===== config.mk =====
export PLATFORM = sky130hd
export DESIGN_NAME = tcc_timer
export DESIGN_NICKNAME = d
export VERILOG_FILES = /design/src/tcc_pkg.sv /design/src/tcc_timer.sv
export SDC_FILE = /design/constraint.sdc
export NUM_CORES = 1
export LEC_CHECK = 0
export ABC_CLOCK_PERIOD_IN_PS = 14500
export BUFFER_PORTS_ARGS = -buffer_cell sky130_fd_sc_hd__buf_2
export CORE_UTILIZATION = 35
export DETAILED_ROUTE_END_ITERATION = 10
export GPL_ROUTABILITY_DRIVEN = 0
export PLACE_DENSITY = 0.53
export SYNTH_ARGS = -nofsm -noshare
export SYNTH_HDL_FRONTEND = slang
export SYNTH_SLANG_ARGS = --single-unit

===== constraint.sdc =====
create_clock -name clk_sys -period 14.5 [get_ports clk_sys]
set_input_delay 0 -clock clk_sys [delete_from_list [all_inputs] [get_ports clk_sys]]
set_output_delay 0 -clock clk_sys [all_outputs]
set_load 0.005 [all_outputs]

===== src/tcc_pkg.sv =====
/*
 * tcc_pkg: register offsets, field positions, reset values and modes of the
 * 16-bit capture/compare timer.
 * assumes: byte-wide register port, offsets are byte indices on that port.
 */
package tcc_pkg;
    // register offsets (byte index on the register port)
    localparam logic [3:0] TCC_OFS_CTRL_B    = 4'h1;
    localparam logic [3:0] TCC_OFS_CTRL_A    = 4'h2;
    localparam logic [3:0] TCC_OFS_STATUS    = 4'h3;
    localparam logic [3:0] TCC_OFS_CAP_A_HI  = 4'h4;
    localparam logic [3:0] TCC_OFS_CAP_A_LO  = 4'h5;
    localparam logic [3:0] TCC_OFS_CMP_A_HI  = 4'h6;
    localparam logic [3:0] TCC_OFS_CMP_A_LO  = 4'h7;
    localparam logic [3:0] TCC_OFS_CNT_HI    = 4'h8;
    localparam logic [3:0] TCC_OFS_CNT_LO    = 4'h9;
    localparam logic [3:0] TCC_OFS_ACNT_HI   = 4'ha;
    localparam logic [3:0] TCC_OFS_ACNT_LO   = 4'hb;
    localparam logic [3:0] TCC_OFS_CAP_B_HI  = 4'hc;
    localparam logic [3:0] TCC_OFS_CAP_B_LO  = 4'hd;
    localparam logic [3:0] TCC_OFS_CMP_B_HI  = 4'he;
    localparam logic [3:0] TCC_OFS_CMP_B_LO  = 4'hf;
    // control A fields
    localparam int TCC_A_CAP_IE   = 7;
    localparam int TCC_A_CMP_IE   = 6;
    localparam int TCC_A_OVF_IE   = 5;
    localparam int TCC_A_FORCE_B  = 4;
    localparam int TCC_A_FORCE_A  = 3;
    localparam int TCC_A_LEVEL_B  = 2;
    localparam int TCC_A_CAP_A_ED = 1;
    localparam int TCC_A_LEVEL_A  = 0;
    // control B fields
    localparam int TCC_B_OUT_A_EN = 7;
    localparam int TCC_B_OUT_B_EN = 6;
    localparam int TCC_B_SPULSE   = 5;
    localparam int TCC_B_PWM      = 4;
    localparam int TCC_B_CLK_HI   = 3;
    localparam int TCC_B_CLK_LO   = 2;
    localparam int TCC_B_CAP_B_ED = 1;
    localparam int TCC_B_EXT_ED   = 0;
    // status fields
    localparam int TCC_S_CAP_A  = 7;
    localparam int TCC_S_MATCH_A = 6;
    localparam int TCC_S_OVF    = 5;
    localparam int TCC_S_CAP_B  = 4;
    localparam int TCC_S_MATCH_B = 3;
    localparam int TCC_S_FREEZE = 2;
    // clock selects
    localparam logic [1:0] TCC_CLK_DIV4 = 2'h0;
    localparam logic [1:0] TCC_CLK_DIV2 = 2'h1;
    localparam logic [1:0] TCC_CLK_DIV8 = 2'h2;
    localparam logic [1:0] TCC_CLK_EXT  = 2'h3;
    // reset values, counter limits and prescaler masks
    localparam logic [7:0]  TCC_RST_CTRL  = 8'h00;
    localparam logic [15:0] TCC_RST_CMP   = 16'h8000;
    localparam logic [15:0] TCC_RST_CNT   = 16'hfffc;
    localparam logic [15:0] TCC_CNT_MAX   = 16'hffff;
    localparam logic [15:0] TCC_CNT_ZERO  = 16'h0000;
    localparam logic [2:0]  TCC_PRE_DIV2  = 3'h1;
    localparam logic [2:0]  TCC_PRE_DIV4  = 3'h3;
    localparam logic [2:0]  TCC_PRE_DIV8  = 3'h7;
endpackage


===== src/tcc_timer.sv =====
/*
 * tcc_timer: 16-bit free-running timer, two captures, two compares,
 * single-pulse and pwm modes, prescaler and external clock.
 * assumes: one clock clk_sys, byte register port with one-cycle read data,
 * pins arrive asynchronously and are synchronised here.
 */
`timescale 1ns/1ps
module tcc_timer
    import tcc_pkg::*;
#(
    parameter bit HAS_EXT_CLK = 1'b1
) (
    // clock and reset
    input  wire logic       clk_sys,
    input  wire logic       reset,
    // register port
    input  wire logic [3:0] reg_addr,
    input  wire logic [7:0] reg_wdata,
    input  wire logic       reg_wr,
    input  wire logic       reg_rd,
    output logic      [7:0] reg_rdata,
    // cpu side
    input  wire logic       cpu_irq_mask,
    output logic            timer_irq,
    // pins
    input  wire logic       capture_a_pin,
    input  wire logic       capture_b_pin,
    input  wire logic       ext_count_pin,
    output logic            compare_a_pin,
    output logic            compare_a_pin_oe,
    output logic            compare_b_pin,
    output logic            compare_b_pin_oe
);
    // pin synchronisers: three stages, change counts when 2nd and 3rd agree
    logic [2:0] sync_r [3];
    logic [2:0] sync_nxt [3];
    logic [2:0] stable_r;
    logic [2:0] stable_nxt;
    logic [2:0] pin_in;
    assign pin_in = {ext_count_pin, capture_b_pin, capture_a_pin};

    always_comb begin
        for (int i = 0; i < 3; i++) begin
            sync_nxt[i] = {sync_r[i][1:0], pin_in[i]};
            stable_nxt[i] = (sync_r[i][1] == sync_r[i][2]) ? sync_r[i][2] : stable_r[i];
        end
    end

    always_ff @(posedge clk_sys or posedge reset) begin
        if (reset) begin
            for (int i = 0; i < 3; i++) begin
                sync_r[i] <= 3'h0;
            end
            stable_r <= 3'h0;
        end else begin
            sync_r   <= sync_nxt;
            stable_r <= stable_nxt;
        end
    end

    function automatic logic edge_hit(input logic prev, input logic now, input logic rising);
        edge_hit = rising ? (!prev && now) : (prev && !now);
    endfunction

    // registers and state
    logic [7:0]  ctrl_a_r;
    logic [7:0]  ctrl_a_nxt;
    logic [7:0]  ctrl_b_r;
    logic [7:0]  ctrl_b_nxt;
    logic [4:0]  flags_r;
    logic [4:0]  flags_nxt;
    logic [4:0]  armed_r;
    logic [4:0]  armed_nxt;
    logic        freeze_r;
    logic        freeze_nxt;
    logic [15:0] cnt_r;
    logic [15:0] cnt_nxt;
    logic [15:0] cap_a_r;
    logic [15:0] cap_a_nxt;
    logic [15:0] cap_b_r;
    logic [15:0] cap_b_nxt;
    logic [15:0] cmp_a_r;
    logic [15:0] cmp_a_nxt;
    logic [15:0] cmp_b_r;
    logic [15:0] cmp_b_nxt;
    logic [15:0] pwm_a_r;
    logic [15:0] pwm_a_nxt;
    logic [15:0] pwm_b_r;
    logic [15:0] pwm_b_nxt;
    logic [1:0]  inhibit_r;
    logic [1:0]  inhibit_nxt;
    logic [7:0]  latch_r;
    logic [7:0]  latch_nxt;
    // low byte held from a count high read until the low read
    logic        hold_r;
    logic        hold_nxt;
    logic [2:0]  pre_r;
    logic [2:0]  pre_nxt;
    logic [2:0]  prev_r;
    logic [2:0]  prev_nxt;
    logic        pulse_act_r;
    logic        pulse_act_nxt;
    logic        pin_a_r;
    logic        pin_a_nxt;
    logic        pin_b_r;
    logic        pin_b_nxt;
    logic        oe_a_r;
    logic        oe_a_nxt;
    logic        oe_b_r;
    logic        oe_b_nxt;
    logic        irq_r;
    logic        irq_nxt;
    logic [7:0]  rdata_r;
    logic [7:0]  rdata_nxt;

    // flag index order inside flags_r: 4 cap_a, 3 match_a, 2 ovf, 1 cap_b, 0 match_b
    logic        pwm_mode, sp_mode, tick, ext_edge, cap_a_ev, cap_b_ev;
    logic        match_a, match_b, wr_cnt;
    logic [2:0]  pre_mask;
    logic [4:0]  set_ev, clr_ev;
    logic [4:0]  acc_lo;

    always_comb begin
        pwm_mode = ctrl_b_r[TCC_B_PWM];
        sp_mode  = ctrl_b_r[TCC_B_SPULSE] && !pwm_mode;
        unique case (ctrl_b_r[TCC_B_CLK_HI:TCC_B_CLK_LO])
            TCC_CLK_DIV4: pre_mask = TCC_PRE_DIV4;
            TCC_CLK_DIV2: pre_mask = TCC_PRE_DIV2;
            TCC_CLK_DIV8: pre_mask = TCC_PRE_DIV8;
            TCC_CLK_EXT:  pre_mask = TCC_PRE_DIV8;
        endcase
        ext_edge = HAS_EXT_CLK && edge_hit(prev_r[2], stable_r[2], ctrl_b_r[TCC_B_EXT_ED]);
        if (freeze_r) begin
            tick = 1'b0;
        end else if (ctrl_b_r[TCC_B_CLK_HI:TCC_B_CLK_LO] == TCC_CLK_EXT) begin
            tick = ext_edge;
        end else begin
            tick = ((pre_r & pre_mask) == pre_mask);
        end
        cap_a_ev = edge_hit(prev_r[0], stable_r[0], ctrl_a_r[TCC_A_CAP_A_ED]);
        cap_b_ev = edge_hit(prev_r[1], stable_r[1], ctrl_b_r[TCC_B_CAP_B_ED]);
        match_a  = tick && !inhibit_r[0] && (cnt_r == (pwm_mode ? pwm_a_r : cmp_a_r));
        match_b  = tick && !inhibit_r[1] && (cnt_r == (pwm_mode ? pwm_b_r : cmp_b_r));
        acc_lo   = '0;
        wr_cnt   = reg_wr && (reg_addr == TCC_OFS_CNT_LO || reg_addr == TCC_OFS_ACNT_LO);
        if (reg_wr || reg_rd) begin
            acc_lo[4] = (reg_addr == TCC_OFS_CAP_A_LO);
            acc_lo[3] = (reg_addr == TCC_OFS_CMP_A_LO);
            acc_lo[2] = (reg_addr == TCC_OFS_CNT_LO);
            acc_lo[1] = (reg_addr == TCC_OFS_CAP_B_LO);
            acc_lo[0] = (reg_addr == TCC_OFS_CMP_B_LO);
        end
        clr_ev = armed_r & acc_lo;
        set_ev[4] = (cap_a_ev && !pwm_mode) || (pwm_mode && match_b);
        set_ev[3] = match_a && !pwm_mode && !sp_mode;
        set_ev[2] = tick && (cnt_r == TCC_CNT_MAX) && !(pwm_mode && match_b);
        set_ev[1] = cap_b_ev;
        set_ev[0] = match_b && !pwm_mode;
    end

    // next state
    always_comb begin
        ctrl_a_nxt = ctrl_a_r;
        ctrl_b_nxt = ctrl_b_r;
        freeze_nxt = freeze_r;
        cmp_a_nxt  = cmp_a_r;
        cmp_b_nxt  = cmp_b_r;
        pwm_a_nxt  = pwm_a_r;
        pwm_b_nxt  = pwm_b_r;
        inhibit_nxt = inhibit_r;
        latch_nxt  = latch_r;
        hold_nxt   = hold_r;
        cap_a_nxt  = cap_a_r;
        cap_b_nxt  = cap_b_r;
        pin_a_nxt  = pin_a_r;
        pin_b_nxt  = pin_b_r;
        pulse_act_nxt = pulse_act_r;
        prev_nxt   = stable_r;
        pre_nxt    = freeze_r ? pre_r : pre_r + 3'h1;
        cnt_nxt    = tick ? cnt_r + 16'h0001 : cnt_r;
        // set wins over clear
        flags_nxt  = (flags_r & ~clr_ev) | set_ev;
        armed_nxt  = (armed_r & ~acc_lo) & ~set_ev;
        rdata_nxt  = 8'h00;
        if (reg_rd) begin
            unique case (reg_addr)
                TCC_OFS_CTRL_A:   rdata_nxt = ctrl_a_r;
                TCC_OFS_CTRL_B:   rdata_nxt = ctrl_b_r;
                TCC_OFS_STATUS:   rdata_nxt = {flags_r[4:0], freeze_r, 2'h0};
                TCC_OFS_CAP_A_HI: rdata_nxt = cap_a_r[15:8];
                TCC_OFS_CAP_A_LO: rdata_nxt = cap_a_r[7:0];
                TCC_OFS_CMP_A_HI: rdata_nxt = cmp_a_r[15:8];
                TCC_OFS_CMP_A_LO: rdata_nxt = cmp_a_r[7:0];
                TCC_OFS_CMP_B_HI: rdata_nxt = cmp_b_r[15:8];
                TCC_OFS_CMP_B_LO: rdata_nxt = cmp_b_r[7:0];
                TCC_OFS_CNT_HI,
                TCC_OFS_ACNT_HI:  rdata_nxt = cnt_r[15:8];
                TCC_OFS_CNT_LO,
                TCC_OFS_ACNT_LO:  rdata_nxt = latch_r;
                TCC_OFS_CAP_B_HI: rdata_nxt = cap_b_r[15:8];
                TCC_OFS_CAP_B_LO: rdata_nxt = cap_b_r[7:0];
                default:          rdata_nxt = 8'h00;
            endcase
            if (reg_addr == TCC_OFS_CNT_HI || reg_addr == TCC_OFS_ACNT_HI) begin
                latch_nxt = cnt_r[7:0];
                hold_nxt  = 1'b1;
            end
            if (reg_addr == TCC_OFS_STATUS) begin
                armed_nxt = flags_r & ~set_ev;
            end
        end
        if (reg_rd && (reg_addr == TCC_OFS_CNT_LO || reg_addr == TCC_OFS_ACNT_LO)) begin
            hold_nxt = 1'b0;
        end
        // captures
        if (cap_a_ev && !pwm_mode && !sp_mode) begin
            cap_a_nxt = cnt_r;
        end
        if (cap_b_ev) begin
            cap_b_nxt = cnt_r;
        end
        // compare matches and pin levels
        if (pwm_mode || sp_mode) begin
            if (match_a) begin
                pin_a_nxt = ctrl_a_r[TCC_A_LEVEL_A];
                pulse_act_nxt = 1'b0;
            end
            if (pwm_mode && match_b) begin
                pin_a_nxt = ctrl_a_r[TCC_A_LEVEL_B];
                cnt_nxt   = TCC_RST_CNT;
                pwm_a_nxt = cmp_a_r;
                pwm_b_nxt = cmp_b_r;
            end
            if (sp_mode && cap_a_ev) begin
                pin_a_nxt = ctrl_a_r[TCC_A_LEVEL_B];
                cnt_nxt   = TCC_RST_CNT;
                pulse_act_nxt = 1'b1;
            end
        end else begin
            if (match_a) begin
                pin_a_nxt = ctrl_a_r[TCC_A_LEVEL_A];
            end
            if (match_b) begin
                pin_b_nxt = ctrl_a_r[TCC_A_LEVEL_B];
            end
        end
        if (!pwm_mode) begin
            pwm_a_nxt = cmp_a_r;
            pwm_b_nxt = cmp_b_r;
        end
        // register writes
        if (reg_wr) begin
            unique case (reg_addr)
                TCC_OFS_CTRL_A: begin
                    ctrl_a_nxt = reg_wdata;
                    if (reg_wdata[TCC_A_FORCE_A]) begin
                        pin_a_nxt = reg_wdata[TCC_A_LEVEL_A];
                    end
                    if (reg_wdata[TCC_A_FORCE_B]) begin
                        pin_b_nxt = reg_wdata[TCC_A_LEVEL_B];
                    end
                end
                TCC_OFS_CTRL_B: ctrl_b_nxt = reg_wdata;
                TCC_OFS_STATUS: freeze_nxt = reg_wdata[TCC_S_FREEZE];
                TCC_OFS_CMP_A_HI: begin
                    cmp_a_nxt[15:8] = reg_wdata;
                    inhibit_nxt[0]  = 1'b1;
                end
                TCC_OFS_CMP_A_LO: begin
                    cmp_a_nxt[7:0] = reg_wdata;
                    inhibit_nxt[0] = 1'b0;
                end
                TCC_OFS_CMP_B_HI: begin
                    cmp_b_nxt[15:8] = reg_wdata;
                    inhibit_nxt[1]  = 1'b1;
                end
                TCC_OFS_CMP_B_LO: begin
                    cmp_b_nxt[7:0] = reg_wdata;
                    inhibit_nxt[1] = 1'b0;
                end
                default: ;
            endcase
        end
        if (wr_cnt) begin
            cnt_nxt = TCC_RST_CNT;
            hold_nxt = 1'b0;
        end
        // low byte follows the counter unless held
        if (!hold_nxt) begin
            latch_nxt = cnt_nxt[7:0];
        end
        // outputs: freeze disables both pins, pwm and single-pulse modes also disable pin b
        oe_a_nxt = ctrl_b_r[TCC_B_OUT_A_EN] && !freeze_r;
        oe_b_nxt = ctrl_b_r[TCC_B_OUT_B_EN] && !freeze_r && !pwm_mode && !sp_mode;
        irq_nxt  = !cpu_irq_mask && (
            (ctrl_a_r[TCC_A_CAP_IE] && (flags_r[4] || flags_r[1])) ||
            (ctrl_a_r[TCC_A_CMP_IE] && (flags_r[3] || flags_r[0])) ||
            (ctrl_a_r[TCC_A_OVF_IE] && flags_r[2]));
    end

    always_ff @(posedge clk_sys or posedge reset) begin
        if (reset) begin
            ctrl_a_r    <= TCC_RST_CTRL;
            ctrl_b_r    <= TCC_RST_CTRL;
            freeze_r    <= 1'b0;
            flags_r     <= 5'h00;
            armed_r     <= 5'h00;
            cnt_r       <= TCC_RST_CNT;
            cap_a_r     <= TCC_CNT_ZERO;
            cap_b_r     <= TCC_CNT_ZERO;
            cmp_a_r     <= TCC_RST_CMP;
            cmp_b_r     <= TCC_RST_CMP;
            pwm_a_r     <= TCC_RST_CMP;
            pwm_b_r     <= TCC_RST_CMP;
            inhibit_r   <= 2'h0;
            latch_r     <= TCC_RST_CNT[7:0];
            hold_r      <= 1'b0;
            pre_r       <= 3'h0;
            prev_r      <= 3'h0;
            pulse_act_r <= 1'b0;
            pin_a_r     <= 1'b0;
            pin_b_r     <= 1'b0;
            oe_a_r      <= 1'b0;
            oe_b_r      <= 1'b0;
            irq_r       <= 1'b0;
            rdata_r     <= 8'h00;
        end else begin
            ctrl_a_r    <= ctrl_a_nxt;
            ctrl_b_r    <= ctrl_b_nxt;
            freeze_r    <= freeze_nxt;
            flags_r     <= flags_nxt;
            armed_r     <= armed_nxt;
            cnt_r       <= cnt_nxt;
            cap_a_r     <= cap_a_nxt;
            cap_b_r     <= cap_b_nxt;
            cmp_a_r     <= cmp_a_nxt;
            cmp_b_r     <= cmp_b_nxt;
            pwm_a_r     <= pwm_a_nxt;
            pwm_b_r     <= pwm_b_nxt;
            inhibit_r   <= inhibit_nxt;
            latch_r     <= latch_nxt;
            hold_r      <= hold_nxt;
            pre_r       <= pre_nxt;
            prev_r      <= prev_nxt;
            pulse_act_r <= pulse_act_nxt;
            pin_a_r     <= pin_a_nxt;
            pin_b_r     <= pin_b_nxt;
            oe_a_r      <= oe_a_nxt;
            oe_b_r      <= oe_b_nxt;
            irq_r       <= irq_nxt;
            rdata_r     <= rdata_nxt;
        end
    end

    assign reg_rdata        = rdata_r;
    assign timer_irq        = irq_r;
    assign compare_a_pin    = pin_a_r;
    assign compare_a_pin_oe = oe_a_r;
    assign compare_b_pin    = pin_b_r;
    assign compare_b_pin_oe = oe_b_r;
endmodule


### After elaboration in Yosys (flattened, before gate mapping)

Cells that the tools add are included.

| storage, ports and cells | value |
|---|---|
| bits in registers | 181 |
| latch bits | 0 |
| memory bits (writable) | 0 |
| ROM bits | 0 |
| bits of input ports | 20 |
| output and inout port bits | 13 |
| word-level logic and storage cells | 187 |
| memories kept | 0 |

| cells by class | value |
|---|---|
| $add $sub $neg | 2 |
| $mul | 0 |
| div/mod/pow operators | 0 |
| order comparisons | 0 |
| equality and inequality tests | 29 |
| shift-type cells | 0 |
| mux-type cells | 45 |
| bitwise gates (word level) | 10 |
| reduce and logical (&&, ||, !) cells | 69 |

Operators with widths:

| cell | count |
|---|---|
| 16-bit two-way mux | 13 |
| 8-bit one-hot mux with 13 select lines | 1 |
| 16-bit equality test | 2 |
| 4-bit equality test, second input constant | 8 |
| 8-bit two-way mux | 4 |
| 1-bit logical AND | 30 |
| 5-bit bitwise AND | 5 |
| 2-bit AND reduction | 11 |
| 1-bit two-way mux | 21 |
| 16-bit by 1-bit adder with 16-bit output, second input constant | 1 |
| 16-bit equality test, second input constant | 1 |
| 4-bit by 3-bit equality test with 1-bit output, second input constant | 4 |
| 5-bit two-way mux | 3 |
| 5-bit inverter | 3 |
| 1-bit zero test | 13 |
| 1-bit logical OR | 9 |
| 3-bit one-hot mux with 3 select lines | 1 |
| 4-bit by 2-bit equality test with 1-bit output, second input constant | 2 |
| 2-bit by 1-bit inequality test with 1-bit output, second input constant | 3 |
| 2-bit OR reduction | 3 |
| 5-bit OR | 1 |
| 2-bit equality test, second input constant | 2 |
| 4-bit by 1-bit equality test with 1-bit output, second input constant | 1 |
| 1-bit one-hot mux with 2 select lines | 2 |
| 8 further kinds | 11 |

### Longest topological paths before layout

| depth | value |
|---|---|
| depth after elaboration | 16 |
| gate-level depth with buffers | 10 |
| gate-level depth less buffers | 7 |

### Worst setup path after synthesis

Ideal clock, no wire load.

| timing path | value |
|---|---|
| kind | register to register |
| from | register freeze_r |
| to | register pwm_a_r[0] |
| library setup time | 0.127 ns |
| arrival time | 2.308 ns |
| required time | 14.373 ns |
| setup slack | 12.065 ns |
| cell stages (with the launch flop) | 9 |
| path buffers | 2 |
| clock period less this slack | 2.435 ns |
| cells stage by stage | dfrtp_1 clkbuf_1 or2_1 nor3_2 nand3_1 or3_4 nand2_4 buf_6 mux2_1 |

| between the ends | value |
|---|---|
| longest elaborated chain between the ends | 6 |

RTL lines:

| what | RTL line | text |
|---|---|---|
| start, declared | tcc_timer.sv:74 | `logic freeze_r;` |
| start signal, assigned | tcc_timer.sv:330 | `freeze_r <= freeze_nxt;` |
| 1-bit two-way mux | tcc_timer.sv:133 | `if (freeze_r) begin` |
| 1-bit logical AND (2 in a row) | tcc_timer.sv:143 | `match_b = tick && !inhibit_r[1] && (cnt_r == (pwm_mode ? pwm_b_r : cmp_b_r));` |
| 1-bit logical AND | tcc_timer.sv:228 | `if (pwm_mode && match_b) begin` |
| 2-bit by 1-bit inequality test with 1-bit output (no source line) | n/a |  |
| 2-bit AND reduction (no source line) | n/a |  |
| end signal, assigned | tcc_timer.sv:338 | `pwm_a_r <= pwm_a_nxt;` |
| end, declared | tcc_timer.sv:86 | `logic [15:0] pwm_a_r;` |

Every way passes these cells.
A chain may end at the register's enable or synchronous reset.

### Worst setup path in the final report

| timing path | value |
|---|---|
| from | register ctrl_b_r[4] |
| to | register latch_r[1] |

| between the ends | value |
|---|---|
| longest elaborated chain between the ends | 9 |
| elaborated cells on any way between the ends | 13 |

RTL lines:

| what | RTL line | text |
|---|---|---|
| start, declared | tcc_timer.sv:68 | `logic [7:0] ctrl_b_r;` |
| start signal, assigned | tcc_timer.sv:329 | `ctrl_b_r <= ctrl_b_nxt;` |
| 16-bit two-way mux | tcc_timer.sv:143 |  |
| 16-bit equality test | tcc_timer.sv:143 |  |
| 1-bit logical AND | tcc_timer.sv:143 |  |
| 1-bit logical AND | tcc_timer.sv:228 |  |
| 16-bit two-way mux | tcc_timer.sv:228 |  |
| 16-bit two-way mux | tcc_timer.sv:234 | `if (sp_mode && cap_a_ev) begin` |
| 16-bit two-way mux * | tcc_timer.sv:223 | `if (pwm_mode \|\| sp_mode) begin` |
| 16-bit two-way mux * | tcc_timer.sv:284 | `if (wr_cnt) begin` |
| 8-bit two-way mux * | tcc_timer.sv:289 | `if (!hold_nxt) begin` |
| end signal, assigned | tcc_timer.sv:316 | `latch_r <= TCC_RST_CNT[7:0];` |
| end signal, assigned | tcc_timer.sv:341 | `latch_r <= latch_nxt;` |
| end, declared | tcc_timer.sv:92 | `logic [7:0] latch_r;` |

Mark *: on every way between the ends. The rest lies on a longest branch, timed or not.

==> impl_summary.txt <==
----------------------------------------------------
[Status]
  Run status ... completed

[Synthesis]
  Main area contributors after synthesis ... sky130_fd_sc_hd__dfrtp_1 (45%), sky130_fd_sc_hd__mux2_2 (10%), sky130_fd_sc_hd__dfstp_2 (7.2%), sky130_fd_sc_hd__mux2i_1 (4.6%), sky130_fd_sc_hd__mux2_1 (4.1%)
  Cell type with the largest total area after synthesis ... sky130_fd_sc_hd__dfrtp_1
  Number of warning messages in the yosys log ... 0
  Number of enable-type register cells in the synthesized netlist ... 0
  Async set-reset flop share out of synthesis ... 1.000
  Portion of synthesized cell area occupied by the leading cell type ... 0.4474
  Post-synth design cell area ... 0.008782 mm^2
  Unique masters post-synth ... 62
  Syn_nets ... 794
  Top_reg_cell synth ... sky130_fd_sc_hd__dfrtp_1
  Count of state elements after synthesis ... 181
  Synthesized area divided by synthesized cell count ... 11.38 um^2
  Post-synthesis cell count ... 772
  Sequential cell area fraction in the yosys report ... 0.5192

[Global route]
  Largest net degree at the start of global routing ... 110
  Global-route congestion overflow total ... 0
  All-Layer GR Usage ... 0.2167
  Number of global-route vias before repair ... 6289
  First-pass GRT wire length ... 40.76 mm
  Number of antenna violations at the first check in global routing ... 0

[Setup path]
  Critical path launch point type ... flop
  Cell count of the worst reg-to-reg path ... 8
  CP bufs+invs ... 1
  Reg2Reg Capture Point ... latch_r[1]
  Delay of the slowest critical-path stage ... 0.69 ns
  Critical path fanouts, max ... 20
  Cells along the critical path ... buf_4 -> mux2i_1 -> xor2_1 -> nand4_1 -> or4_1 -> o21ai_2 -> nor2_1 -> o2bb2ai_1
  Element type at the critical path end ... flop
  Worst setup path endpoint ... latch_r[1]
  Critical path class ... flop to flop
  Critical register-to-register path startpoint ... ctrl_b_r[4]
  Crit path required time ... 14.83 ns
  Slowest cell on the critical path ... sky130_fd_sc_hd__dfrtp_2
  Register-to-register setup slack ... 10.93 ns
  Critical path launch point ... ctrl_b_r[4]
  Cell type group with the largest total delay on the critical path ... simple AND/OR/NAND/NOR gates
  Stages on worst setup path ... 8
  Worst EP arrival ... 3.90 ns

[Clock network]
  Sinks on Clock Net ... 181
  Clk_lat worst skew ... 0.45 ns
  H-Tree Level Count ... 4
  Count of hold-fix buffers inserted at cts ... 14
  Clock tree from TritonCTS ... yes
  Clock edge transition at the registers on the reported setup and hold paths ... 0.08 ns
  Buffer count from post-CTS setup fixing ... 0
  Count of cells resized by post-cts repair ... 0
  CTS Root Buffer Type ... sky130_fd_sc_hd__clkbuf_16
  CTS buffer count ... 17
  Buffer depth of the longest clock path ... 2

[Detailed routing]
  Final Routed Wirelength ... 26.82 mm
  DRT antenna net count ... 0
  First-pass DRT Iterations ... 6
  Number of remaining DRC errors ... 0
  Starting DRT DRC Count ... 588
  Via count of the routed design ... 6273
  Average vias per placed instance ... 5.493
  Wirelength per Cell ... 23.48 um

[Die]
  Starting density of the core ... 0.3590
  Die area ... 0.02573 mm^2
  Die boundary height ... 160.4 um
  Number of cell rows ... 57
  Total core area ... 0.02446 mm^2
  Die width ... 160.4 um
  Number of I/O pins ... 33

[Place]
  Buffers added on ports ... 32
  Placed Area ... 0.009226 mm^2
  Number of placed instances, taps included ... 1096
  Dpl ws ... 10.97 ns
  Post-detail-place hpwl ... 18.56 mm

[Pwr]
  Leakage power ... 4.150 nW
  Power density of the placed cells ... 182.5 mW/mm^2
  Worst IR Drop VDD ... 71.49 uV

[Timing]
  Slew headroom ... 0.1947
  Summed negative setup slack over all endpoints ... 0 ns
  Final Hold Violating Endpoints ... 0
  Period utilisation layout ... 0.2464
  Final setup viols ... 0
  Slew Limit Fails ... 0
  Unrepaired setup endpoints after global routing ... no
  Final Worst Setup Slack ... 10.93 ns
  Time the final worst path needs with I/O delays and setup ... 3.572 ns
  Achievable Freq ... 279.9 MHz
  Worst-case clock skew ... 0.01117 ns
  Worst-Margin Slew ... 1.199 ns

[Layout]
  Area of the multi-input gates ... 0.003965 mm^2
  Share of layout cells above drive strength 1 ... 0.2311
  Fin area ... 0.009963 mm^2
  Area of all sequential standard cells ... 0.004561 mm^2
  Inserted Diodes ... 0
  Layout Area Growth over Synthesis ... 13.45%
  Filler Cells Inserted ... 2368
  Post-route insts no fill ... 1142
  Net total in the final layout ... 827

[Worst hold path]
  Hold/Removal Path Class ... input port to flop

[Job]
  Maximum Capacitance Violations ... 0

----------------------------------------------------
-- synth_stat cells (all sizes together) (8+ instances only) --
library cell  instances
a21oi                26
a221oi                9
a22oi                 8
a31oi                11
and3                  9
buf                  19
clkbuf               22
dfrtp               157
dfstp                24
inv                  15
mux2                111
mux2i                40
nand2                62
nand3                16
nor2                 53
nor2b                10
nor3                 19
nor4                 10
o21ai                28
xnor2                32
xor2                 13
-- cells in the final DEF (no fill, tap or decap), drive strengths merged, types with 8 or more instances in the layout --
master / Yosys / final
a21oi: 26 / 26
a221oi: 9 / 9
a22oi: 8 / 8
a31oi: 11 / 11
and3: 9 / 9
buf: 19 / 41
clkbuf: 22 / 17
dfrtp: 157 / 157
dfstp: 24 / 24
dlygate4sd3: 0 / 14
inv: 15 / 26
mux2: 111 / 111
mux2i: 40 / 40
nand2: 62 / 62
nand3: 16 / 16
nor2: 53 / 53
nor2b: 10 / 10
nor3: 19 / 19
nor4: 10 / 10
o21ai: 28 / 28
xnor2: 32 / 32
xor2: 13 / 13
-- flip-flops by register name, summed over array words and instances (netlist names), 16 cells and up --
name / flops
cmp_b_r: 16
cap_b_r: 16
cnt_r: 16
pwm_a_r: 16
pwm_b_r: 16
cmp_a_r: 16
cap_a_r: 16
-- final cells by class --
type / instances / share of cell area
clock buffers: 17 / 0.04270
clock inverters: 15 / 0.01720
inverters: 16 / 0.006781
multi-input cells: 534 / 0.3980
flip-flops and latches: 181 / 0.4577
well taps: 324 / 0.04069
repair buffers: 55 / 0.03692
-- layer usage --
layer	track usage	wire [um]	vias up
li1	-	-	2843
met1	0.3113	12400	3173
met2	0.3207	11830	213
met3	0.04365	1759	42
met4	0.08182	791	2
met5	0	34	-
-- per-stage QoR --
step           hold WS, ns  power [mW]  utilization
4_1_cts            0.02417       1.821       0.4073
3_5_place_dp        0.1098       1.340       0.3772
3_3_place_gp        0.1100       1.334       0.3772
5_1_grt            0.02776       1.911       0.4073
2_1_floorplan      0.03143       1.152            -
6_report           0.03761       1.819       0.4073
-- worst min path at each step --
| stage | to | from | depth (start not counted) | slack, ns |
|---|---|---|---|---|
| after global placement | sync_nxt[4] | capture_b_pin | 1 | 0.11 |
| after detailed placement | sync_nxt[7] | capture_a_pin | 1 | 0.11 |
| final | cmp_a_r[8] | reg_wdata[0] | 2 | 0.04 |
| after CTS | cmp_a_r[8] | reg_wdata[0] | 2 | 0.02 |
| after global routing | ctrl_b_r[0] | reg_wdata[0] | 2 | 0.03 |
| after floorplan | sync_nxt[1] | ext_count_pin | 0 | 0.03 |
-- logic make-up after synthesis --
family          Yosys count  share of synthesized area
compound gates          120                    0.09104
simple gates            212                     0.1184
buf+inv                  57                    0.02978
xor+xnor                 45                    0.04488
mux                     152                     0.1905
flops                   181                     0.5192
fa+ha+maj                 5                   0.006268
-- worst register-to-register path, delay by kind of cell, from the launching register on --
family / cells / cell delay (ns)
flip-flops: 1 / 0.69
buffers and inverters: 1 / 0.44
multiplexers: 1 / 0.28
AO/OA/AOI/OAI: 2 / 0.79
XOR/XNOR: 1 / 0.17
AND/OR/NAND/NOR: 3 / 1.08
-- report_power, final --
group	internal, mW	switching [mW]
Sequential	0.680	0.178
Combinational	0.235	0.249
Clock	0.234	0.242
Total	1.15	0.670
Note: power is estimated with default switching activity, not from simulation.
